File: src/hw/pgspi_map.vh
`ifndef PGSPI_MAP_VH
`define PGSPI_MAP_VH
// frame layout, 24 bits msb first
`define PG_FRAME_BITS 5'd24
`define PG_BIT_RW 23
`define PG_BIT_BANK 22
`define PG_BIT_PAGE 21
`define PG_BIT_CH 20
`define PG_ADDR_HI 19
`define PG_ADDR_LO 8
`define PG_A10 18
`define PG_A11 19
// general registers
`define PG_OFS_SOFT_RESET 12'h000
`define PG_OFS_PAGE_ID_LOW 12'h002
`define PG_OFS_PAGE_ID_MID 12'h003
`define PG_OFS_PAGE_ID_HIGH 12'h004
`define PG_OFS_WIRE_SEL 12'h010
`define PG_OFS_CORE_PAGE 12'h011
`define PG_OFS_TOP_PAGE 12'h012
// master page
`define PG_OFS_POWERDOWN 12'h020
`define PG_OFS_CM_IMP 12'h032
`define PG_OFS_CHB_PD_SYNC 12'h039
`define PG_OFS_REF_DEL_HIGH 12'h03c
`define PG_OFS_LANE_SWING 12'h03d
`define PG_OFS_REF_SOURCE 12'h057
`define PG_OFS_SYNC_POL 12'h058
`define PG_OFS_REF_DEL_LOW 12'h05a
// core page
`define PG_OFS_LOW_SPEED_A 12'h03f
`define PG_OFS_LOW_SPEED_B 12'h042
// digital pages
`define PG_OFS_DC_CORR 12'h068
`define PG_OFS_GAIN_TRIM 12'h0a6
`define PG_OFS_DECIM_FACTOR 8'h01
// page selection codes
`define PG_TOP_PAGE_CODE 8'h04
`define PG_CORE_PAGE_CODE 8'hff
`define PG_ID_DC_A 24'h610000
`define PG_ID_DC_B 24'h610100
`define PG_ID_GAIN_A 24'h610005
`define PG_ID_GAIN_B 24'h610105
// reset values
`define PG_RST_BYTE 8'h00
`define PG_RST_ID 24'h000000
`define PG_RST_SEL 2'b00
`endif

File: src/hw/pgspi_sync.v
`timescale 1ns/1ps
`default_nettype none
// two flop synchroniser for a pin level
module pgspi_sync #(
  parameter RST_LEVEL = 1'b0
) (
  input wire sys_clk,
  input wire rstn,
  input wire pin_in,
  output wire level_out
);
  reg meta_q;
  reg sync_q;
  // first flop read only by the second
  always @(posedge sys_clk or negedge rstn) begin
    if (!rstn) begin
      meta_q <= RST_LEVEL; // matches the pin's idle level, no false edge
      sync_q <= RST_LEVEL;
    end else begin
      meta_q <= pin_in;
      sync_q <= meta_q;
    end
  end
  assign level_out = sync_q;
endmodule // pgspi_sync
`default_nettype wire

File: src/hw/pgspi_shift.v
`timescale 1ns/1ps
`default_nettype none
`include "pgspi_map.vh"
// frame shifter: collects 24 bits msb first, shifts readback out
module pgspi_shift (
  input wire sys_clk,
  input wire rstn,
  input wire sen_n_s,
  input wire sclk_s,
  input wire serial_in_line_s,
  input wire [7:0] rd_byte,
  output reg frame_done_q,
  output reg [23:0] frame_q,
  output reg serial_out_line_q,
  output reg rd_req_q,
  output reg [11:0] rd_addr_q
);
  reg sclk_d1_q;
  reg [4:0] cnt_q;
  reg [23:0] sh_q;
  reg [7:0] out_q;
  wire rise = sclk_s & ~sclk_d1_q;
  wire fall = ~sclk_s & sclk_d1_q;
  // count bits, latch frame on the 24th rising edge
  always @(posedge sys_clk or negedge rstn) begin
    if (!rstn) begin
      sclk_d1_q <= 1'b0;
      cnt_q <= 5'd0;
      sh_q <= 24'h000000;
      frame_q <= 24'h000000;
      frame_done_q <= 1'b0;
      out_q <= 8'h00;
      serial_out_line_q <= 1'b0;
      rd_req_q <= 1'b0;
      rd_addr_q <= 12'h000;
    end else begin
      sclk_d1_q <= sclk_s;
      frame_done_q <= 1'b0;
      rd_req_q <= 1'b0;
      if (sen_n_s) begin
        cnt_q <= 5'd0;
        serial_out_line_q <= 1'b0;
      end else begin
        if (rise && cnt_q < `PG_FRAME_BITS) begin
          sh_q <= {sh_q[22:0], serial_in_line_s};
          cnt_q <= cnt_q + 5'd1;
          if (cnt_q == `PG_FRAME_BITS - 5'd9) begin
            rd_req_q <= 1'b1; // address complete, fetch readback byte
            rd_addr_q <= {sh_q[10:0], serial_in_line_s};
          end
          if (cnt_q == `PG_FRAME_BITS - 5'd1) begin
            frame_q <= {sh_q[22:0], serial_in_line_s};
            frame_done_q <= 1'b1;
          end
        end
        if (rd_req_q)
          out_q <= rd_byte;
        // data out changes on falling edge
        if (fall && cnt_q >= `PG_FRAME_BITS - 5'd8 && cnt_q < `PG_FRAME_BITS) begin
          serial_out_line_q <= out_q[7];
          out_q <= {out_q[6:0], 1'b0};
        end
      end
    end
  end
endmodule // pgspi_shift
`default_nettype wire

File: src/hw/pgspi_top.v
`timescale 1ns/1ps
`default_nettype none
`include "pgspi_map.vh"
module pgspi_top (
  input wire sys_clk,
  input wire rstn,
  input wire serial_enable_n,
  input wire serial_clk,
  input wire serial_in_line,
  output reg serial_out_line,
  output reg serial_out_oe,
  output reg soft_reset_pulse_q,
  output reg wire_mode_q,
  output reg full_powerdown_q,
  output reg second_channel_powerdown_q,
  output reg frame_ref_powerdown_q,
  output reg second_channel_pd_allow_q,
  output reg sync_termination_off_q,
  output reg common_mode_impedance_up_q,
  output reg frame_ref_delay_on_q,
  output reg [4:0] frame_ref_delay_code_q,
  output reg [2:0] lane_swing_code_q,
  output reg frame_ref_from_register_q,
  output reg frame_ref_force_high_q,
  output reg link_sync_invert_q,
  output reg low_speed_enable_a_q,
  output reg low_speed_enable_b_q,
  output reg dc_correction_off_a_q,
  output reg dc_correction_off_b_q,
  output reg [3:0] output_gain_trim_a_q,
  output reg [3:0] output_gain_trim_b_q,
  output reg [3:0] decim_factor_a_q,
  output reg [3:0] decim_factor_b_q,
  output reg [23:0] active_page_id_q,
  output reg direct_wr_pulse_q,
  output reg [1:0] direct_wr_target_q,
  output reg [7:0] direct_wr_addr_q,
  output reg [7:0] direct_wr_data_q
);
  wire sen_n_s;
  wire sclk_s;
  wire serial_in_line_s;
  wire frame_done;
  wire [23:0] frame;
  wire serial_out_line_w;
  wire [11:0] rd_addr;
  reg [7:0] rd_byte;

  // pins pass two flops before use
  pgspi_sync #(.RST_LEVEL(1'b1)) u_sync_sen (.sys_clk(sys_clk), .rstn(rstn),
    .pin_in(serial_enable_n), .level_out(sen_n_s)); // enable idles high
  pgspi_sync u_sync_clk (.sys_clk(sys_clk), .rstn(rstn), .pin_in(serial_clk),
    .level_out(sclk_s));
  pgspi_sync u_sync_din (.sys_clk(sys_clk), .rstn(rstn), .pin_in(serial_in_line),
    .level_out(serial_in_line_s));

  // frame shifter, its readback request stays inside it
  pgspi_shift u_shift (
    .sys_clk(sys_clk),
    .rstn(rstn),
    .sen_n_s(sen_n_s),
    .sclk_s(sclk_s),
    .serial_in_line_s(serial_in_line_s),
    .rd_byte(rd_byte),
    .frame_done_q(frame_done),
    .frame_q(frame),
    .serial_out_line_q(serial_out_line_w),
    .rd_req_q(),
    .rd_addr_q(rd_addr)
  );

  // page selection state
  reg [7:0] page_id_low_q;
  reg [7:0] page_id_mid_q;
  reg [7:0] page_id_high_q;
  reg [7:0] core_page_q;
  reg [7:0] top_page_q;
  // frame activity seen one cycle, masks a lone glitch on the enable
  reg frame_on_q;

  // frame fields
  wire f_write = ~frame[`PG_BIT_RW];
  wire f_bank = frame[`PG_BIT_BANK];
  wire f_regacc = frame[`PG_BIT_PAGE];
  wire f_ch = frame[`PG_BIT_CH];
  wire [11:0] f_addr = frame[`PG_ADDR_HI:`PG_ADDR_LO];
  wire [7:0] f_data = frame[7:0];

  // direct access: bank one and channel one, any page bit
  wire f_direct = f_bank & f_ch;
  wire f_wr = frame_done & f_write;

  // general registers live outside pages, reached with the page bit zero
  function is_general;
    input [11:0] a;
    begin
      is_general = (a == `PG_OFS_SOFT_RESET) || (a == `PG_OFS_PAGE_ID_LOW) ||
        (a == `PG_OFS_PAGE_ID_MID) || (a == `PG_OFS_PAGE_ID_HIGH) ||
        (a == `PG_OFS_WIRE_SEL) || (a == `PG_OFS_CORE_PAGE) || (a == `PG_OFS_TOP_PAGE);
    end
  endfunction

  wire top_sel = (top_page_q == `PG_TOP_PAGE_CODE);
  wire core_sel = (core_page_q == `PG_CORE_PAGE_CODE);
  wire [23:0] cur_id = {page_id_high_q, page_id_mid_q, page_id_low_q};
  // channel bit not consulted on analog writes, digital paged writes need it low
  wire an_wr = f_wr & ~f_bank;
  wire dg_wr = f_wr & f_bank & ~f_direct & f_regacc;
  wire dg_pg = f_wr & f_bank & ~f_direct & ~f_regacc;

  // page select registers and general controls
  always @(posedge sys_clk or negedge rstn) begin
    if (!rstn) begin
      page_id_low_q <= `PG_RST_BYTE;
      page_id_mid_q <= `PG_RST_BYTE;
      page_id_high_q <= `PG_RST_BYTE;
      core_page_q <= `PG_RST_BYTE;
      top_page_q <= `PG_RST_BYTE;
      wire_mode_q <= 1'b0;
      soft_reset_pulse_q <= 1'b0;
      active_page_id_q <= `PG_RST_ID;
    end else begin
      soft_reset_pulse_q <= 1'b0;
      active_page_id_q <= cur_id;
      // page id bytes, one per frame, held until rewritten
      if (dg_pg && f_addr == `PG_OFS_PAGE_ID_LOW)
        page_id_low_q <= f_data;
      if (dg_pg && f_addr == `PG_OFS_PAGE_ID_MID)
        page_id_mid_q <= f_data;
      if (dg_pg && f_addr == `PG_OFS_PAGE_ID_HIGH)
        page_id_high_q <= f_data;
      // analog page selection
      if (an_wr && !f_regacc && f_addr == `PG_OFS_CORE_PAGE)
        core_page_q <= f_data;
      if (an_wr && !f_regacc && f_addr == `PG_OFS_TOP_PAGE)
        top_page_q <= f_data;
      if (f_wr && !f_direct && !f_regacc && f_addr == `PG_OFS_WIRE_SEL)
        wire_mode_q <= f_data[0];
      if (f_wr && !f_direct && !f_regacc && f_addr == `PG_OFS_SOFT_RESET)
        soft_reset_pulse_q <= f_data[0] | f_data[7];
    end
  end

  // analog bank registers in master and core pages
  always @(posedge sys_clk or negedge rstn) begin
    if (!rstn) begin
      full_powerdown_q <= 1'b0;
      second_channel_powerdown_q <= 1'b0;
      frame_ref_powerdown_q <= 1'b0;
      second_channel_pd_allow_q <= 1'b0;
      sync_termination_off_q <= 1'b0;
      common_mode_impedance_up_q <= 1'b0;
      frame_ref_delay_on_q <= 1'b0;
      frame_ref_delay_code_q <= 5'd0;
      lane_swing_code_q <= 3'd0;
      frame_ref_from_register_q <= 1'b0;
      frame_ref_force_high_q <= 1'b0;
      link_sync_invert_q <= 1'b0;
      low_speed_enable_a_q <= 1'b0;
      low_speed_enable_b_q <= 1'b0;
    end else if (an_wr && f_regacc && !is_general(f_addr)) begin
      if (top_sel) begin
        case (f_addr)
          `PG_OFS_POWERDOWN: begin
            full_powerdown_q <= f_data[0];
            second_channel_powerdown_q <= f_data[1];
            frame_ref_powerdown_q <= f_data[4];
          end
          `PG_OFS_CM_IMP: common_mode_impedance_up_q <= f_data[5];
          `PG_OFS_CHB_PD_SYNC: begin
            sync_termination_off_q <= f_data[0];
            second_channel_pd_allow_q <= f_data[1];
          end
          `PG_OFS_REF_DEL_HIGH: begin
            frame_ref_delay_on_q <= f_data[6];
            frame_ref_delay_code_q[4:3] <= f_data[1:0];
          end
          `PG_OFS_REF_DEL_LOW: frame_ref_delay_code_q[2:0] <= f_data[7:5];
          `PG_OFS_LANE_SWING: lane_swing_code_q <= f_data[2:0];
          `PG_OFS_REF_SOURCE: begin
            frame_ref_from_register_q <= f_data[4];
            frame_ref_force_high_q <= f_data[3];
          end
          `PG_OFS_SYNC_POL: link_sync_invert_q <= f_data[5];
          default: ;
        endcase
      end
      if (core_sel) begin
        case (f_addr)
          `PG_OFS_LOW_SPEED_A: low_speed_enable_a_q <= f_data[2];
          `PG_OFS_LOW_SPEED_B: low_speed_enable_b_q <= f_data[4];
          default: ;
        endcase
      end
    end
  end

  // digital bank paged registers, target set by stored page id
  always @(posedge sys_clk or negedge rstn) begin
    if (!rstn) begin
      dc_correction_off_a_q <= 1'b0;
      dc_correction_off_b_q <= 1'b0;
      output_gain_trim_a_q <= 4'd0;
      output_gain_trim_b_q <= 4'd0;
    end else if (dg_wr) begin
      if (cur_id == `PG_ID_DC_A && f_addr == `PG_OFS_DC_CORR)
        dc_correction_off_a_q <= f_data[2];
      if (cur_id == `PG_ID_DC_B && f_addr == `PG_OFS_DC_CORR)
        dc_correction_off_b_q <= f_data[2];
      if (cur_id == `PG_ID_GAIN_A && f_addr == `PG_OFS_GAIN_TRIM)
        output_gain_trim_a_q <= f_data[3:0];
      if (cur_id == `PG_ID_GAIN_B && f_addr == `PG_OFS_GAIN_TRIM)
        output_gain_trim_b_q <= f_data[3:0];
    end
  end

  // direct writes: one frame, no page step, page id untouched
  always @(posedge sys_clk or negedge rstn) begin
    if (!rstn) begin
      decim_factor_a_q <= 4'd0;
      decim_factor_b_q <= 4'd0;
      direct_wr_pulse_q <= 1'b0;
      direct_wr_target_q <= `PG_RST_SEL;
      direct_wr_addr_q <= 8'h00;
      direct_wr_data_q <= 8'h00;
    end else begin
      direct_wr_pulse_q <= 1'b0;
      if (f_wr && f_direct) begin
        direct_wr_pulse_q <= 1'b1;
        // target: bit1 detector page, bit0 channel B
        direct_wr_target_q <= {frame[`PG_A10], frame[`PG_A11]};
        direct_wr_addr_q <= f_addr[7:0];
        direct_wr_data_q <= f_data;
        if (!frame[`PG_A10] && f_addr[7:0] == `PG_OFS_DECIM_FACTOR) begin
          if (frame[`PG_A11])
            decim_factor_b_q <= f_data[3:0];
          else
            decim_factor_a_q <= f_data[3:0];
        end
      end
    end
  end

  // frame activity flag, follows the synced enable one cycle late
  always @(posedge sys_clk or negedge rstn) begin
    if (!rstn) begin
      frame_on_q <= 1'b0;
    end else if (sen_n_s) begin
      frame_on_q <= 1'b0;
    end else begin
      frame_on_q <= 1'b1;
    end
  end

  // readback mux: page id, page selects and wire select, plus master powerdown and lane swing only
  always @* begin
    rd_byte = 8'h00;
    case (rd_addr)
      `PG_OFS_PAGE_ID_LOW: rd_byte = page_id_low_q;
      `PG_OFS_PAGE_ID_MID: rd_byte = page_id_mid_q;
      `PG_OFS_PAGE_ID_HIGH: rd_byte = page_id_high_q;
      `PG_OFS_WIRE_SEL: rd_byte = {7'd0, wire_mode_q};
      `PG_OFS_CORE_PAGE: rd_byte = core_page_q;
      `PG_OFS_TOP_PAGE: rd_byte = top_page_q;
      `PG_OFS_POWERDOWN: rd_byte = {3'd0, frame_ref_powerdown_q, 2'd0,
        second_channel_powerdown_q, full_powerdown_q};
      `PG_OFS_LANE_SWING: rd_byte = {5'd0, lane_swing_code_q};
      default: rd_byte = 8'h00;
    endcase
  end

  // serial out registered, enabled while frame active
  always @(posedge sys_clk or negedge rstn) begin
    if (!rstn) begin
      serial_out_line <= 1'b0;
      serial_out_oe <= 1'b0;
    end else begin
      serial_out_line <= serial_out_line_w;
      serial_out_oe <= ~sen_n_s & frame_on_q;
    end
  end
endmodule // pgspi_top
`default_nettype wire

File: config.mk
export PLATFORM = sky130hd
export DESIGN_NAME = pgspi_top
export DESIGN_NICKNAME = d
export VERILOG_FILES = /design/src/hw/pgspi_sync.v /design/src/hw/pgspi_shift.v /design/src/hw/pgspi_top.v
export VERILOG_INCLUDE_DIRS = /design/src /design/src/hw
export SDC_FILE = /design/constraint.sdc
export NUM_CORES = 1
export LEC_CHECK = 0
export BUFFER_PORTS_ARGS = -buffer_cell sky130_fd_sc_hd__buf_4
export CAP_MARGIN = 20
export CORE_UTILIZATION = 50
export CTS_CLUSTER_DIAMETER = 30
export DETAILED_ROUTE_END_ITERATION = 12
export HOLD_SLACK_MARGIN = 0.02
export PLACE_DENSITY_LB_ADDON = 0.1
export SETUP_SLACK_MARGIN = 0.05
export SKIP_CTS_REPAIR_TIMING = 1
export SLEW_MARGIN = 20
export SYNTH_ARGS = -nofsm -noshare
export SYNTH_HDL_FRONTEND = slang
export SYNTH_SLANG_ARGS = --single-unit
File: constraint.sdc
create_clock -name sys_clk -period 3.7 [get_ports sys_clk]
set_input_delay 0.37 -clock sys_clk [delete_from_list [all_inputs] [get_ports sys_clk]]
set_output_delay 0.37 -clock sys_clk [all_outputs]
set_load 0.05 [all_outputs]
==> results of run 1 <==
==> per-layer routing <==
layer  GRT usage [%]  wire, um  part of all wire [%]
met5               0         0                     0
met4            8.37       452                   2.3
met3            5.19      1130                   5.7
met2            37.1      9460                    48
met1            32.8      8710                    44
==> sequential cells by signal (all words and copies together) (netlist names), 4 cells and up <==
name,flops
top_page_q,8
u_shift.sh_q,23
direct_wr_addr_q,8
direct_wr_data_q,8
u_shift.frame_q,24
output_gain_trim_b_q,4
u_shift.rd_addr_q,12
page_id_mid_q,8
active_page_id_q,24
u_shift.cnt_q,5
decim_factor_b_q,4
output_gain_trim_a_q,4
u_shift.out_q,8
decim_factor_a_q,4
page_id_low_q,8
core_page_q,8
page_id_high_q,8
frame_ref_delay_code_q,5
==> critical path, delay by kind of cell, from the launching register on <==
| family | cells | cell delay, ns |
|---|---|---|
| and+or+nand+nor | 3 | 1.57 |
| DFF | 1 | 0.50 |
| muxes | 1 | 0.42 |
==> where the power goes <==
group	internal [W]	switching [W]	leakage (nW)
registers	0.00233	0.0000556	2.87
logic	0.0000499	0.0000665	1.78
clock network	0.00234	0.00120	0.645
==> synth_stat cells (3+ instances only) <==
master	count	share of area, %
a222oi_1	4	0.47
a22oi_1	16	1.4
buf_1	3	0.13
buf_2	3	0.18
clkbuf_1	16	0.71
dfrtp_1	206	61
inv_1	7	0.31
mux2_1	4	0.53
mux2_2	134	18
mux2i_1	4	0.47
nand2_1	75	3.3
nand2b_1	4	0.29
nand3_1	10	0.59
nand4_1	6	0.44
nor2_1	21	0.93
nor2b_1	9	0.66
nor3_1	10	0.59
nor3_2	5	0.59
nor3b_1	3	0.27
nor4_1	12	0.88
o21a_1	6	0.53
o21ai_0	3	0.18
o21ai_1	8	0.47
or4_1	8	0.71
or4b_2	3	0.35
==> cell type report <==
cell class / count / area (um^2)
Inverter: 8 / 30.0
Multi-Input combinational cell: 390 / 3120
Tap cell: 220 / 275
Clock inverter: 24 / 279
Sequential cell: 208 / 5210
Clock buffer: 48 / 1060
Timing Repair Buffer: 99 / 772
Fill cell: 1229 / 5840
==> final timing paths <==
check                                           startpoint                                     end  slack (ns)  cells past startpoint
hold reg to reg                u_sync_din.meta_q$_DFF_PN0_          u_sync_din.level_out$_DFF_PN0_        0.34                      0
setup / recovery           u_shift.frame_q[13]$_DFFE_PN0P_           page_id_high_q[4]$_DFFE_PN0P_        1.10                      4
min in group asynchronous                             rstn          active_page_id_q[22]$_DFF_PN0_        0.44                      2
max in group asynchronous                             rstn  second_channel_powerdown_q$_DFFE_PN0P_        2.37                      3
setup reg to reg           u_shift.frame_q[13]$_DFFE_PN0P_           page_id_high_q[4]$_DFFE_PN0P_        1.10                      4
hold / removal                 u_sync_din.meta_q$_DFF_PN0_          u_sync_din.level_out$_DFF_PN0_        0.34                      0
==> cells by family after synthesis <==
logic type	synth area share [%]
AOI/OAI and AO/OA	5.06
buffers and inverters	1.81
DFF	61.4
xor gates and xnor gates	0.310
and+or+nand+nor	12.3
adders and majority gates	0.295
muxes	18.8
==> metrics by stage <==
stage               total power (W)  std cells
floorplan                   0.00245        632
global placement            0.00253        921
detailed placement          0.00254        921
CTS                         0.00609        993
global route                0.00623        997
finish                      0.00604        997
==> summary.md, run 1 <==
| Metric | Value |
|---|---|
| Run status | `finished, final reports clean` |
| Die area | `0.0175 mm^2` |
| Largest net degree at the start of global routing | `72` |
| Synth Warn # | `0` |
| Crit-path slowest cell | `nor3_2` |
| Total Wirelength | `19700 um` |
| Async SR Flop Fraction | `100%` |
| Crit-path max cell delay | `0.67 ns` |
| Post-Syn Instances | `632` |
| Per-cell routed wire length | `19.8 um` |
| # Max-Cap Violations | `0` |
| Share of post-route cells with drive strength above 1 | `40.7%` |
| Setup TNS | `0 ns` |
| Initial antenna violation count | `0` |
| Post-synthesis sequential area ratio | `61.4%` |
| Slew Limit Headroom | `32.8%` |
| Initial DRC count | `398` |
| CTS tree | `yes` |
| Startpoint Class | `flop` |
| Syn Area/Cell | `13.4 um^2` |
| Highest clock rate | `0.384 GHz` |
| Design Area, Final | `0.0107 mm^2` |
| Most common cell after layout, fill and taps aside | `dfrtp_1` |
| Unique masters post-synth | `61` |
| DP Worst Slack | `1.13 ns` |
| Crit-path max FO | `9` |
| WP data arrival | `2.99 ns` |
| CTS sink count | `208` |
| Hold Crit Class | `reg2reg` |
| Post-synth top flop | `dfrtp_1` |
| Max Slew Vio Count | `0` |
| Worst slew pin tran | `0.999 ns` |
| Die X | `132 um` |
| WHS | `0.345 ns` |
| Layout Skew | `0.0192 ns` |
| Commonest cells after routing, fill and taps aside | `206 x dfrtp_1, 134 x mux2_2, 93 x buf_4, 75 x nand2_1, 39 x clkbuf_16` |
| Cell area after placement | `0.00937 mm^2` |
| Fin nets | `753` |
| Number of I/O port buffers | `89` |
| Vias in the first global route | `5833` |
| First-pass GRT wire length | `32100 um` |
| WP data required | `4.09 ns` |
| H-tree levels | `2` |
| Clock latency on the worst-skew pair | `0.51 ns` |
| Area Overhead vs Synth | `26.7%` |
| FF+latch count, synth | `208` |
| Die Ht | `132 um` |
| Initial core utilization | `51.2%` |
| Syn Nets | `639` |
| Drt pass-1 iters | `8` |
| RSZ-0062 raised after global routing | `false` |
| Post-synth EDFFs | `0` |
| Final Util | `64.8%` |
| Num rows | `47` |
| Syn Std Cell Area | `0.00848 mm^2` |
| Clock buffer depth | `3` |
| PwrDens | `562 mW/mm^2` |
| Final hold viol count | `0` |
| GPL Wtd Cong | `0.911` |
| Dpl hpwl | `13100 um` |
| Min Tclk post-route | `2.60 ns` |
| Critical path class | `reg2reg` |
| Clock root buffer | `clkbuf_16` |
| Post-DRT Antenna Nets | `0` |
| CTS Buf Count | `39` |
| GRT Total Usage | `23.7%` |
| Reg clk slew, reported paths | `0.05 ns` |
| Final setup vio count | `0` |
| Fin worst setup slack | `1.10 ns` |
| Via Count | `5653` |
| Crit. End Element | `flop` |
| Avg Vias per Cell | `5.67` |
| Worst VDD drop | `0.417 mV` |
| P_leak | `5.29 nW` |
| Tcrit/Tclk final | `70.4%` |
| # diodes | `0` |
| DR DRC count | `0` |
| Critical path, cell by cell | `nor4_1 > nand2_1 > nor3_2 > mux2_2` |
| IO Count | `90` |
| Core Area | `0.0166 mm^2` |
| Congestion Overflow GR | `0` |
Power figures use the tool's default switching activity.
==> run 2, diff against run 1 <==
--- a/config.mk
+++ b/config.mk
@@ -6,6 +6,7 @@
 export SDC_FILE = /design/constraint.sdc
 export NUM_CORES = 1
 export LEC_CHECK = 0
+export ABC_AREA = 1
 export BUFFER_PORTS_ARGS = -buffer_cell sky130_fd_sc_hd__buf_4
 export CAP_MARGIN = 20
 export CORE_UTILIZATION = 50
==> constraint.sdc (replaced) <==
create_clock -name sys_clk -period 2.2 [get_ports sys_clk]
set_input_delay 0.22 -clock sys_clk [delete_from_list [all_inputs] [get_ports sys_clk]]
set_output_delay 0.22 -clock sys_clk [all_outputs]
set_load 0.05 [all_outputs]
==> summary.md, run 2 <==
| Metric | Value |
|---|---|
| Core Area | `0.0166 mm^2 (+0.35%)` |
| Area contributors post-synth | `dfrtp_1 60%, nand2_1 13%, o21ai_0 8.8%` |
| CTS tree | `yes` |
| Tcrit/Tclk final | `86.4% (+16 points)` |
| Syn Std Cell Area | `0.00855 mm^2 (+0.74%)` |
| WHS | `0.220 ns (-0.124 ns)` |
| # Max-Cap Violations | `0 (unchanged)` |
| First-pass GRT wire length | `34400 um (+7.2%)` |
| Slew Limit Headroom | `55.6% (+23 points)` |
| Fill cells | `1357 (+10%)` |
| IO Count | `90 (unchanged)` |
| P_leak | `5.33 nW (+0.72%)` |
| Design Area, Final | `0.0110 mm^2 (+2.3%)` |
| R2r endpoint | `page_id_low_q[6]$_DFFE_PN0P_` |
| Commonest cells after routing, fill and taps aside | `288 x nand2_1, 206 x dfrtp_1, 150 x o21ai_0, 103 x buf_4, 89 x nor2_1` |
| RSZ-0062 raised after global routing | `false` |
| Congestion Overflow GR | `0 (unchanged)` |
| Num rows | `47 (unchanged)` |
| Initial antenna violation count | `0 (unchanged)` |
| Max Slew Vio Count | `0 (unchanged)` |
| Unique masters post-synth | `30 (-51%)` |
| Yosys top cell by area | `dfrtp_1` |
| Cell total after placement | `1269 (+38%)` |
| CP endpoint | `page_id_low_q[6]$_DFFE_PN0P_` |
| Crit-path max FO | `16 (+7)` |
| GPL Wtd Cong | `0.918 (+0.75%)` |
| Critical path, cell by cell | `nand2_1 > nand3_1 > nor2_1 > nand3_1 > o21ai_0` |
| Startpoint Class | `flop` |
| Syn Nets | `980 (+53%)` |
| Post-DRT Antenna Nets | `0 (unchanged)` |
| Critical Path Source | `u_shift.frame_q[22]$_DFFE_PN0P_` |
| FF-to-FF setup slack | `0.30 ns (-0.80 ns)` |
| Top post-synthesis cells by count | `290 x nand2_1, 206 x dfrtp_1, 150 x o21ai_0, 90 x nor2_1, 79 x inv_1` |
| Die area | `0.0176 mm^2 (+0.73%)` |
| Crit. End Element | `flop` |
| Syn Area/Cell | `8.78 um^2 (-35%)` |
| Reg2Reg Depth | `5 (+1)` |
| Finished Layout Cells | `1342 (+35%)` |
| Post-Syn Instances | `973 (+54%)` |
| Reg clk slew, reported paths | `0.05 ns (about the same)` |
| Clock root buffer | `clkbuf_16` |
| Number of I/O port buffers | `89 (unchanged)` |
| Crit-path max cell delay | `0.45 ns (-0.22 ns)` |
| Most common cell after layout, fill and taps aside | `nand2_1` |
| Final Util | `66.1% (+1.3 points)` |
| Biggest regs | `active_page_id_q: 24 flops, u_shift.frame_q: 24 flops, u_shift.sh_q: 23 flops` |
| Setup TNS | `0 ns (unchanged)` |
| Critical path class | `reg2reg` |
| Area Overhead vs Synth | `28.7%` |
| Share of the synthesized area in the top cell type | `60.3% (-0.44 points)` |
| Per-cell routed wire length | `15.8 um (-20%)` |
| Die Ht | `133 um (+0.36%)` |
| Initial DRC count | `588 (+48%)` |
| Avg Vias per Cell | `5.13 (-9.5%)` |
| CTS Buf Count | `39 (unchanged)` |
| Family with the most delay on the worst path | `simple AND/OR/NAND/NOR gates` |
| Min Tclk post-route | `1.90 ns (-0.703 ns)` |
| WP data required | `2.59 ns (-1.50 ns)` |
| # diodes | `0 (unchanged)` |
| Fin nets | `1101 (+46%)` |
| Most common cell in the netlist | `nand2_1` |
| Async SR Flop Fraction | `100% (unchanged)` |
| Worst reg2reg startpoint | `u_shift.frame_q[22]$_DFFE_PN0P_` |
| Run status | `finished, final reports clean` |
| Total Wirelength | `21200 um (+7.6%)` |
| Vias in the first global route | `6474 (+11%)` |
| Post-synthesis sequential area ratio | `60.9% (-0.45 points)` |
| DR DRC count | `0 (unchanged)` |
| Final setup vio count | `0 (unchanged)` |
| Drt pass-1 iters | `5 (-3)` |
| Post-synth top flop | `dfrtp_1` |
| PwrDens | `936 mW/mm^2 (+66%)` |
| Share of post-route cells with drive strength above 1 | `17.0% (-24 points)` |
| FF+latch count, synth | `208 (unchanged)` |
| CP most frequent cell | `nand3_1` |
| GRT Total Usage | `25.2% (+1.5 points)` |
| Synth Warn # | `0 (unchanged)` |
| H-tree levels | `2 (unchanged)` |
| Post-synth EDFFs | `0 (unchanged)` |
| Highest clock rate | `0.526 GHz (+37%)` |
| Sum of buffers and inverters on the critical path | `0 (unchanged)` |
| Worst slew pin tran | `0.666 ns (-0.333 ns)` |
| Layout Skew | `0.0185 ns (-0.000692 ns)` |
| Worst VDD drop | `0.780 mV (+87%)` |
| Crit-path slowest cell | `nand3_1` |
| WP data arrival | `2.29 ns (-0.70 ns)` |
| Cell area after placement | `0.00956 mm^2 (+2.0%)` |
| Crit path depth | `5 (+1)` |
| Initial core utilization | `51.3% (+0.20 points)` |
| Final hold viol count | `0 (unchanged)` |
| Via Count | `6889 (+22%)` |
| Hold Crit Class | `in2async` |
| Dpl hpwl | `14100 um (+7.3%)` |
| Clock latency on the worst-skew pair | `0.51 ns (about the same)` |
| Largest net degree at the start of global routing | `52 (-28%)` |
| Die X | `133 um (+0.36%)` |
| CTS sink count | `208 (unchanged)` |
| Clock buffer depth | `3 (unchanged)` |
[run 2: cell type report]
type                       count  area [um^2]  share of cell area (%)
sequential                   208         5210                    47.4
multi-input combinational    653         2910                    26.5
clock buffer                  48         1090                    9.93
timing repair buffer         112          907                    8.25
clock inverter                21          300                    2.73
inverter                      80          300                    2.73
tap                          220          275                    2.50
[run 2: cell families (layout without fill, tap and decap cells)]
logic type,count (synthesis),after routing,share of synthesized area [%]
compound gates,157,157,9.40
fa+ha+maj,2,2,0.293
buf+inv,112,261,5.07
flops,208,208,60.9
simple gates,494,494,24.3
[run 2: metrics by stage]
| stage | setup slack [ns] | total power, W |
|---|---|---|
| after global routing | 0.0960 | 0.0106 |
| after detailed placement | 0.220 | 0.00414 |
| final | 0.299 | 0.0103 |
| after floorplan | 0.630 | 0.00402 |
| after CTS | 0.195 | 0.0104 |
| after global placement | 0.332 | 0.00414 |
[run 2: worst min-delay path by stage]
stage | start | slack, ns | endpoint
after floorplan | rstn | -0.08 | active_page_id_q[0]$_DFF_PN0_
after global placement | rstn | 0.18 | output_gain_trim_b_q[0]$_DFFE_PN0P_
after detailed placement | rstn | 0.18 | output_gain_trim_b_q[0]$_DFFE_PN0P_
after CTS | rstn | -0.34 | second_channel_powerdown_q$_DFFE_PN0P_
after global routing | rstn | 0.28 | full_powerdown_q$_DFFE_PN0P_
final | rstn | 0.22 | output_gain_trim_b_q[0]$_DFFE_PN0P_
[run 2: per-layer routing]
layer	vias up	GRT usage, %	part of all wire [%]	routed length (um)
li1	3413	-	-	-
met1	3207	35.5	45	9610
met2	224	39.2	46	9810
met3	45	3.64	5.9	1250
met4	0	11.0	2.7	569
met5	-	0	0	0
[run 2: power breakdown]
| part | total [W] | switching (W) | internal, W |
|---|---|---|---|
| registers | 0.00391 | 0.0000232 | 0.00388 |
| logic | 0.000175 | 0.000130 | 0.0000452 |
| clock network | 0.00621 | 0.00196 | 0.00425 |
| total | 0.0103 | 0.00211 | 0.00818 |
==> run 3, diff against run 2 <==
--- a/config.mk
+++ b/config.mk
@@ -10,6 +10,7 @@
 export BUFFER_PORTS_ARGS = -buffer_cell sky130_fd_sc_hd__buf_4
 export CAP_MARGIN = 20
 export CORE_UTILIZATION = 50
+export CTS_BUF_LIST = sky130_fd_sc_hd__clkbuf_4
 export CTS_CLUSTER_DIAMETER = 30
 export DETAILED_ROUTE_END_ITERATION = 12
 export HOLD_SLACK_MARGIN = 0.02
==> summary.md, run 3 (synthesis gave the netlist of run 2 again) <==
| Metric | Value |
|---|---|
| Num rows | `47 (unchanged)` |
| Largest net degree at the start of global routing | `52 (unchanged)` |
| Sw frac | `22.1% (+1.6 points)` |
| Congestion Overflow GR | `0 (unchanged)` |
| Commonest cells after routing, fill and taps aside | `288 x nand2_1, 206 x dfrtp_1, 150 x o21ai_0, 103 x buf_4, 89 x nor2_1` |
| CTS sink count | `208 (unchanged)` |
| Initial DRC count | `575 (-2.2%)` |
| P_leak | `5.07 nW (-4.9%)` |
| CTS Buf Count | `53 (+36%)` |
| Dpl hpwl | `14100 um (unchanged)` |
| Avg Vias per Cell | `5.02 (-2.2%)` |
| RSZ-0062 raised after global routing | `false` |
| R2r endpoint | `u_shift.out_q[4]$_DFFE_PN0P_` |
| Drt pass-1 iters | `5 (unchanged)` |
| Post-DRT Antenna Nets | `0 (unchanged)` |
| Combinational share of power | `2.4% (+0.7 points)` |
| Clock power frac | `44.4% (-16 points)` |
| Fin nets | `1115 (+1.3%)` |
| Reg2Reg Depth | `11 (+6)` |
| GPL Wtd Cong | `0.918 (unchanged)` |
| Crit-path max FO | `8 (-8)` |
| PwrDens | `712 mW/mm^2 (-24%)` |
| Seq. cell area | `0.00521 mm^2 (unchanged)` |
| Reg clk slew, reported paths | `0.06 ns (about the same)` |
| FF-to-FF setup slack | `0.35 ns (+0.06 ns)` |
| Crit-path max cell delay | `0.43 ns (-0.02 ns)` |
| Initial core utilization | `51.3% (unchanged)` |
| Area occupied by multi-input gates | `0.00291 mm^2 (unchanged)` |
| Share of post-route cells with drive strength above 1 | `17.8% (+0.82 points)` |
| Core Area | `0.0166 mm^2 (unchanged)` |
| Most common cell after layout, fill and taps aside | `nand2_1` |
| Total Wirelength | `20400 um (-3.8%)` |
| Cell total after placement | `1269 (unchanged)` |
| WP data required | `2.77 ns (+0.18 ns)` |
| Crit-path slowest cell | `nor2_1` |
| Layout Skew | `0.0253 ns (+0.00682 ns)` |
| Setup TNS | `0 ns (unchanged)` |
| Run status | `finished, final reports clean` |
| Startpoint Class | `flop` |
| Clock buffer depth | `3 (unchanged)` |
| WP data arrival | `2.42 ns (+0.13 ns)` |
| DR DRC count | `0 (unchanged)` |
| Fill cells | `1464 (+7.9%)` |
| Crit. End Element | `flop` |
| CTS tree | `yes` |
| Worst reg2reg startpoint | `u_shift.rd_addr_q[7]$_DFFE_PN0P_` |
| Area Overhead vs Synth | `20.2%` |
| Min Tclk post-route | `1.85 ns (-0.0555 ns)` |
| Max Slew Vio Count | `0 (unchanged)` |
| Worst slew pin tran | `0.631 ns (-0.0352 ns)` |
| IO Count | `90 (unchanged)` |
| CP most frequent cell | `nand2_1` |
| Tcrit/Tclk final | `83.9% (-2.5 points)` |
| Final hold viol count | `0 (unchanged)` |
| Die X | `133 um (unchanged)` |
| Sum of buffers and inverters on the critical path | `0 (unchanged)` |
| Highest clock rate | `0.542 GHz (+3.0%)` |
| Clock root buffer | `clkbuf_4` |
| Per-cell routed wire length | `15.0 um (-5.3%)` |
| Slew Limit Headroom | `57.9% (+2.4 points)` |
| Critical path class | `reg2reg` |
| GRT Total Usage | `24.4% (-0.78 points)` |
| Hold Crit Class | `in2async` |
| Initial antenna violation count | `1 (+1)` |
| Reg power frac | `53.2% (+15 points)` |
| Vias in the first global route | `6456 (-0.28%)` |
| Die area | `0.0176 mm^2 (unchanged)` |
| Finished Layout Cells | `1364 (+1.6%)` |
| H-tree levels | `2 (unchanged)` |
| # Max-Cap Violations | `0 (unchanged)` |
| Biggest regs | `active_page_id_q: 24 flops, u_shift.frame_q: 24 flops, u_shift.sh_q: 23 flops` |
| Sw power | `0.00162 W (-23%)` |
| Final setup vio count | `0 (unchanged)` |
| Critical path, cell by cell | `nor2_1 > nand2_1 > nor2_1 > nand3_1 > nand2_1 > nor2_1 > nand2_1 > nand2_1 > nand2_1 > nand2_1 > nand2_1` |
| Family with the most delay on the worst path | `simple AND/OR/NAND/NOR gates` |
| Via Count | `6845 (-0.64%)` |
| Die Ht | `133 um (unchanged)` |
| Worst VDD drop | `0.484 mV (-38%)` |
| Clock latency on the worst-skew pair | `0.64 ns (+0.13 ns)` |
| First-pass GRT wire length | `33300 um (-3.1%)` |
| Number of I/O port buffers | `89 (unchanged)` |
| Pint | `0.00570 W (-30%)` |
==> run 3: cell types whose count changed in the layout (fill, tap and decap cells not counted), sizes merged <==
cell / previous run / this run
bufinv: 6 / 2
clkbuf: 49 / 75
clkinv: 4 / 14
clkinvlp: 7 / 0
diode: 0 / 1
inv: 84 / 80
==> run 3: area by class of cell <==
| class | instances | share of cell area, % |
|---|---|---|
| Sequential cell | 208 | 50.7 |
| Clock buffer | 74 | 5.41 |
| Tap cell | 220 | 2.68 |
| Inverter | 80 | 2.92 |
| Timing Repair Buffer | 112 | 8.83 |
| Clock inverter | 16 | 1.12 |
| Antenna cell | 1 | 0.0244 |
| Multi-Input combinational cell | 653 | 28.3 |
==> run 3: metrics by stage <==
step / cell area (um^2) / hold slack (ns) / power (W) / utilization (%) / setup WS [ns]
finish: 10300 / 0.0830 / 0.00732 / 61.7 / 0.355
global route: 10300 / 0.114 / 0.00765 / 61.7 / 0.0818
CTS: 10200 / -0.512 / 0.00742 / 61.5 / 0.208
detailed placement: 9560 / 0.185 / 0.00414 / 57.4 / 0.220
global placement: 9560 / 0.185 / 0.00414 / 57.4 / 0.332
floorplan: 8550 / -0.0756 / 0.00402 / - / 0.630
==> run 3: worst max-delay path by stage <==
| stage | endpoint | depth (start not counted) | slack, ns | from |
|---|---|---|---|---|
| 2_1_floorplan | lane_swing_code_q[0]$_DFFE_PN0P_ | 10 | 0.63 | u_shift.frame_q[15]$_DFFE_PN0P_ |
| 3_3_place_gp | frame_ref_delay_code_q[3]$_DFFE_PN0P_ | 9 | 0.33 | u_shift.frame_q[19]$_DFFE_PN0P_ |
| 3_5_place_dp | frame_ref_delay_code_q[4]$_DFFE_PN0P_ | 9 | 0.22 | u_shift.frame_q[19]$_DFFE_PN0P_ |
| 4_1_cts | frame_ref_delay_code_q[4]$_DFFE_PN0P_ | 9 | 0.21 | u_shift.frame_q[19]$_DFFE_PN0P_ |
| 5_1_grt | page_id_low_q[1]$_DFFE_PN0P_ | 5 | 0.08 | u_shift.frame_q[22]$_DFFE_PN0P_ |
| 6_report | u_shift.out_q[4]$_DFFE_PN0P_ | 11 | 0.35 | u_shift.rd_addr_q[7]$_DFFE_PN0P_ |
==> run 3: metal layers <==
metal	up-vias	global-route usage [%]	part of all wire (%)
li1	3463	-	-
met1	3122	34.6	46
met2	221	37.1	46
met3	39	4.67	5.8
met4	0	10.1	2.0
met5	-	0	0
==> run 3: power groups by stage <==
stage	clock network [W]	registers, W	logic (W)
detailed placement	0	0.00397	0.000175
finish	0.00325	0.00390	0.000175
global route	0.00355	0.00390	0.000205
global placement	0	0.00397	0.000175
CTS	0.00335	0.00390	0.000177
floorplan	0	0.00397	0.0000540
==> run 3: worst reg2reg max path: stages (launching register included) <==
cell and delay (ns):
dfrtp_1 0.37, nor2_1 0.25, nand2_1 0.15, nor2_1 0.43
nand3_1 0.15, nand2_1 0.12, nor2_1 0.05, nand2_1 0.07
nand2_1 0.05, nand2_1 0.06, nand2_1 0.05, nand2_1 0.06
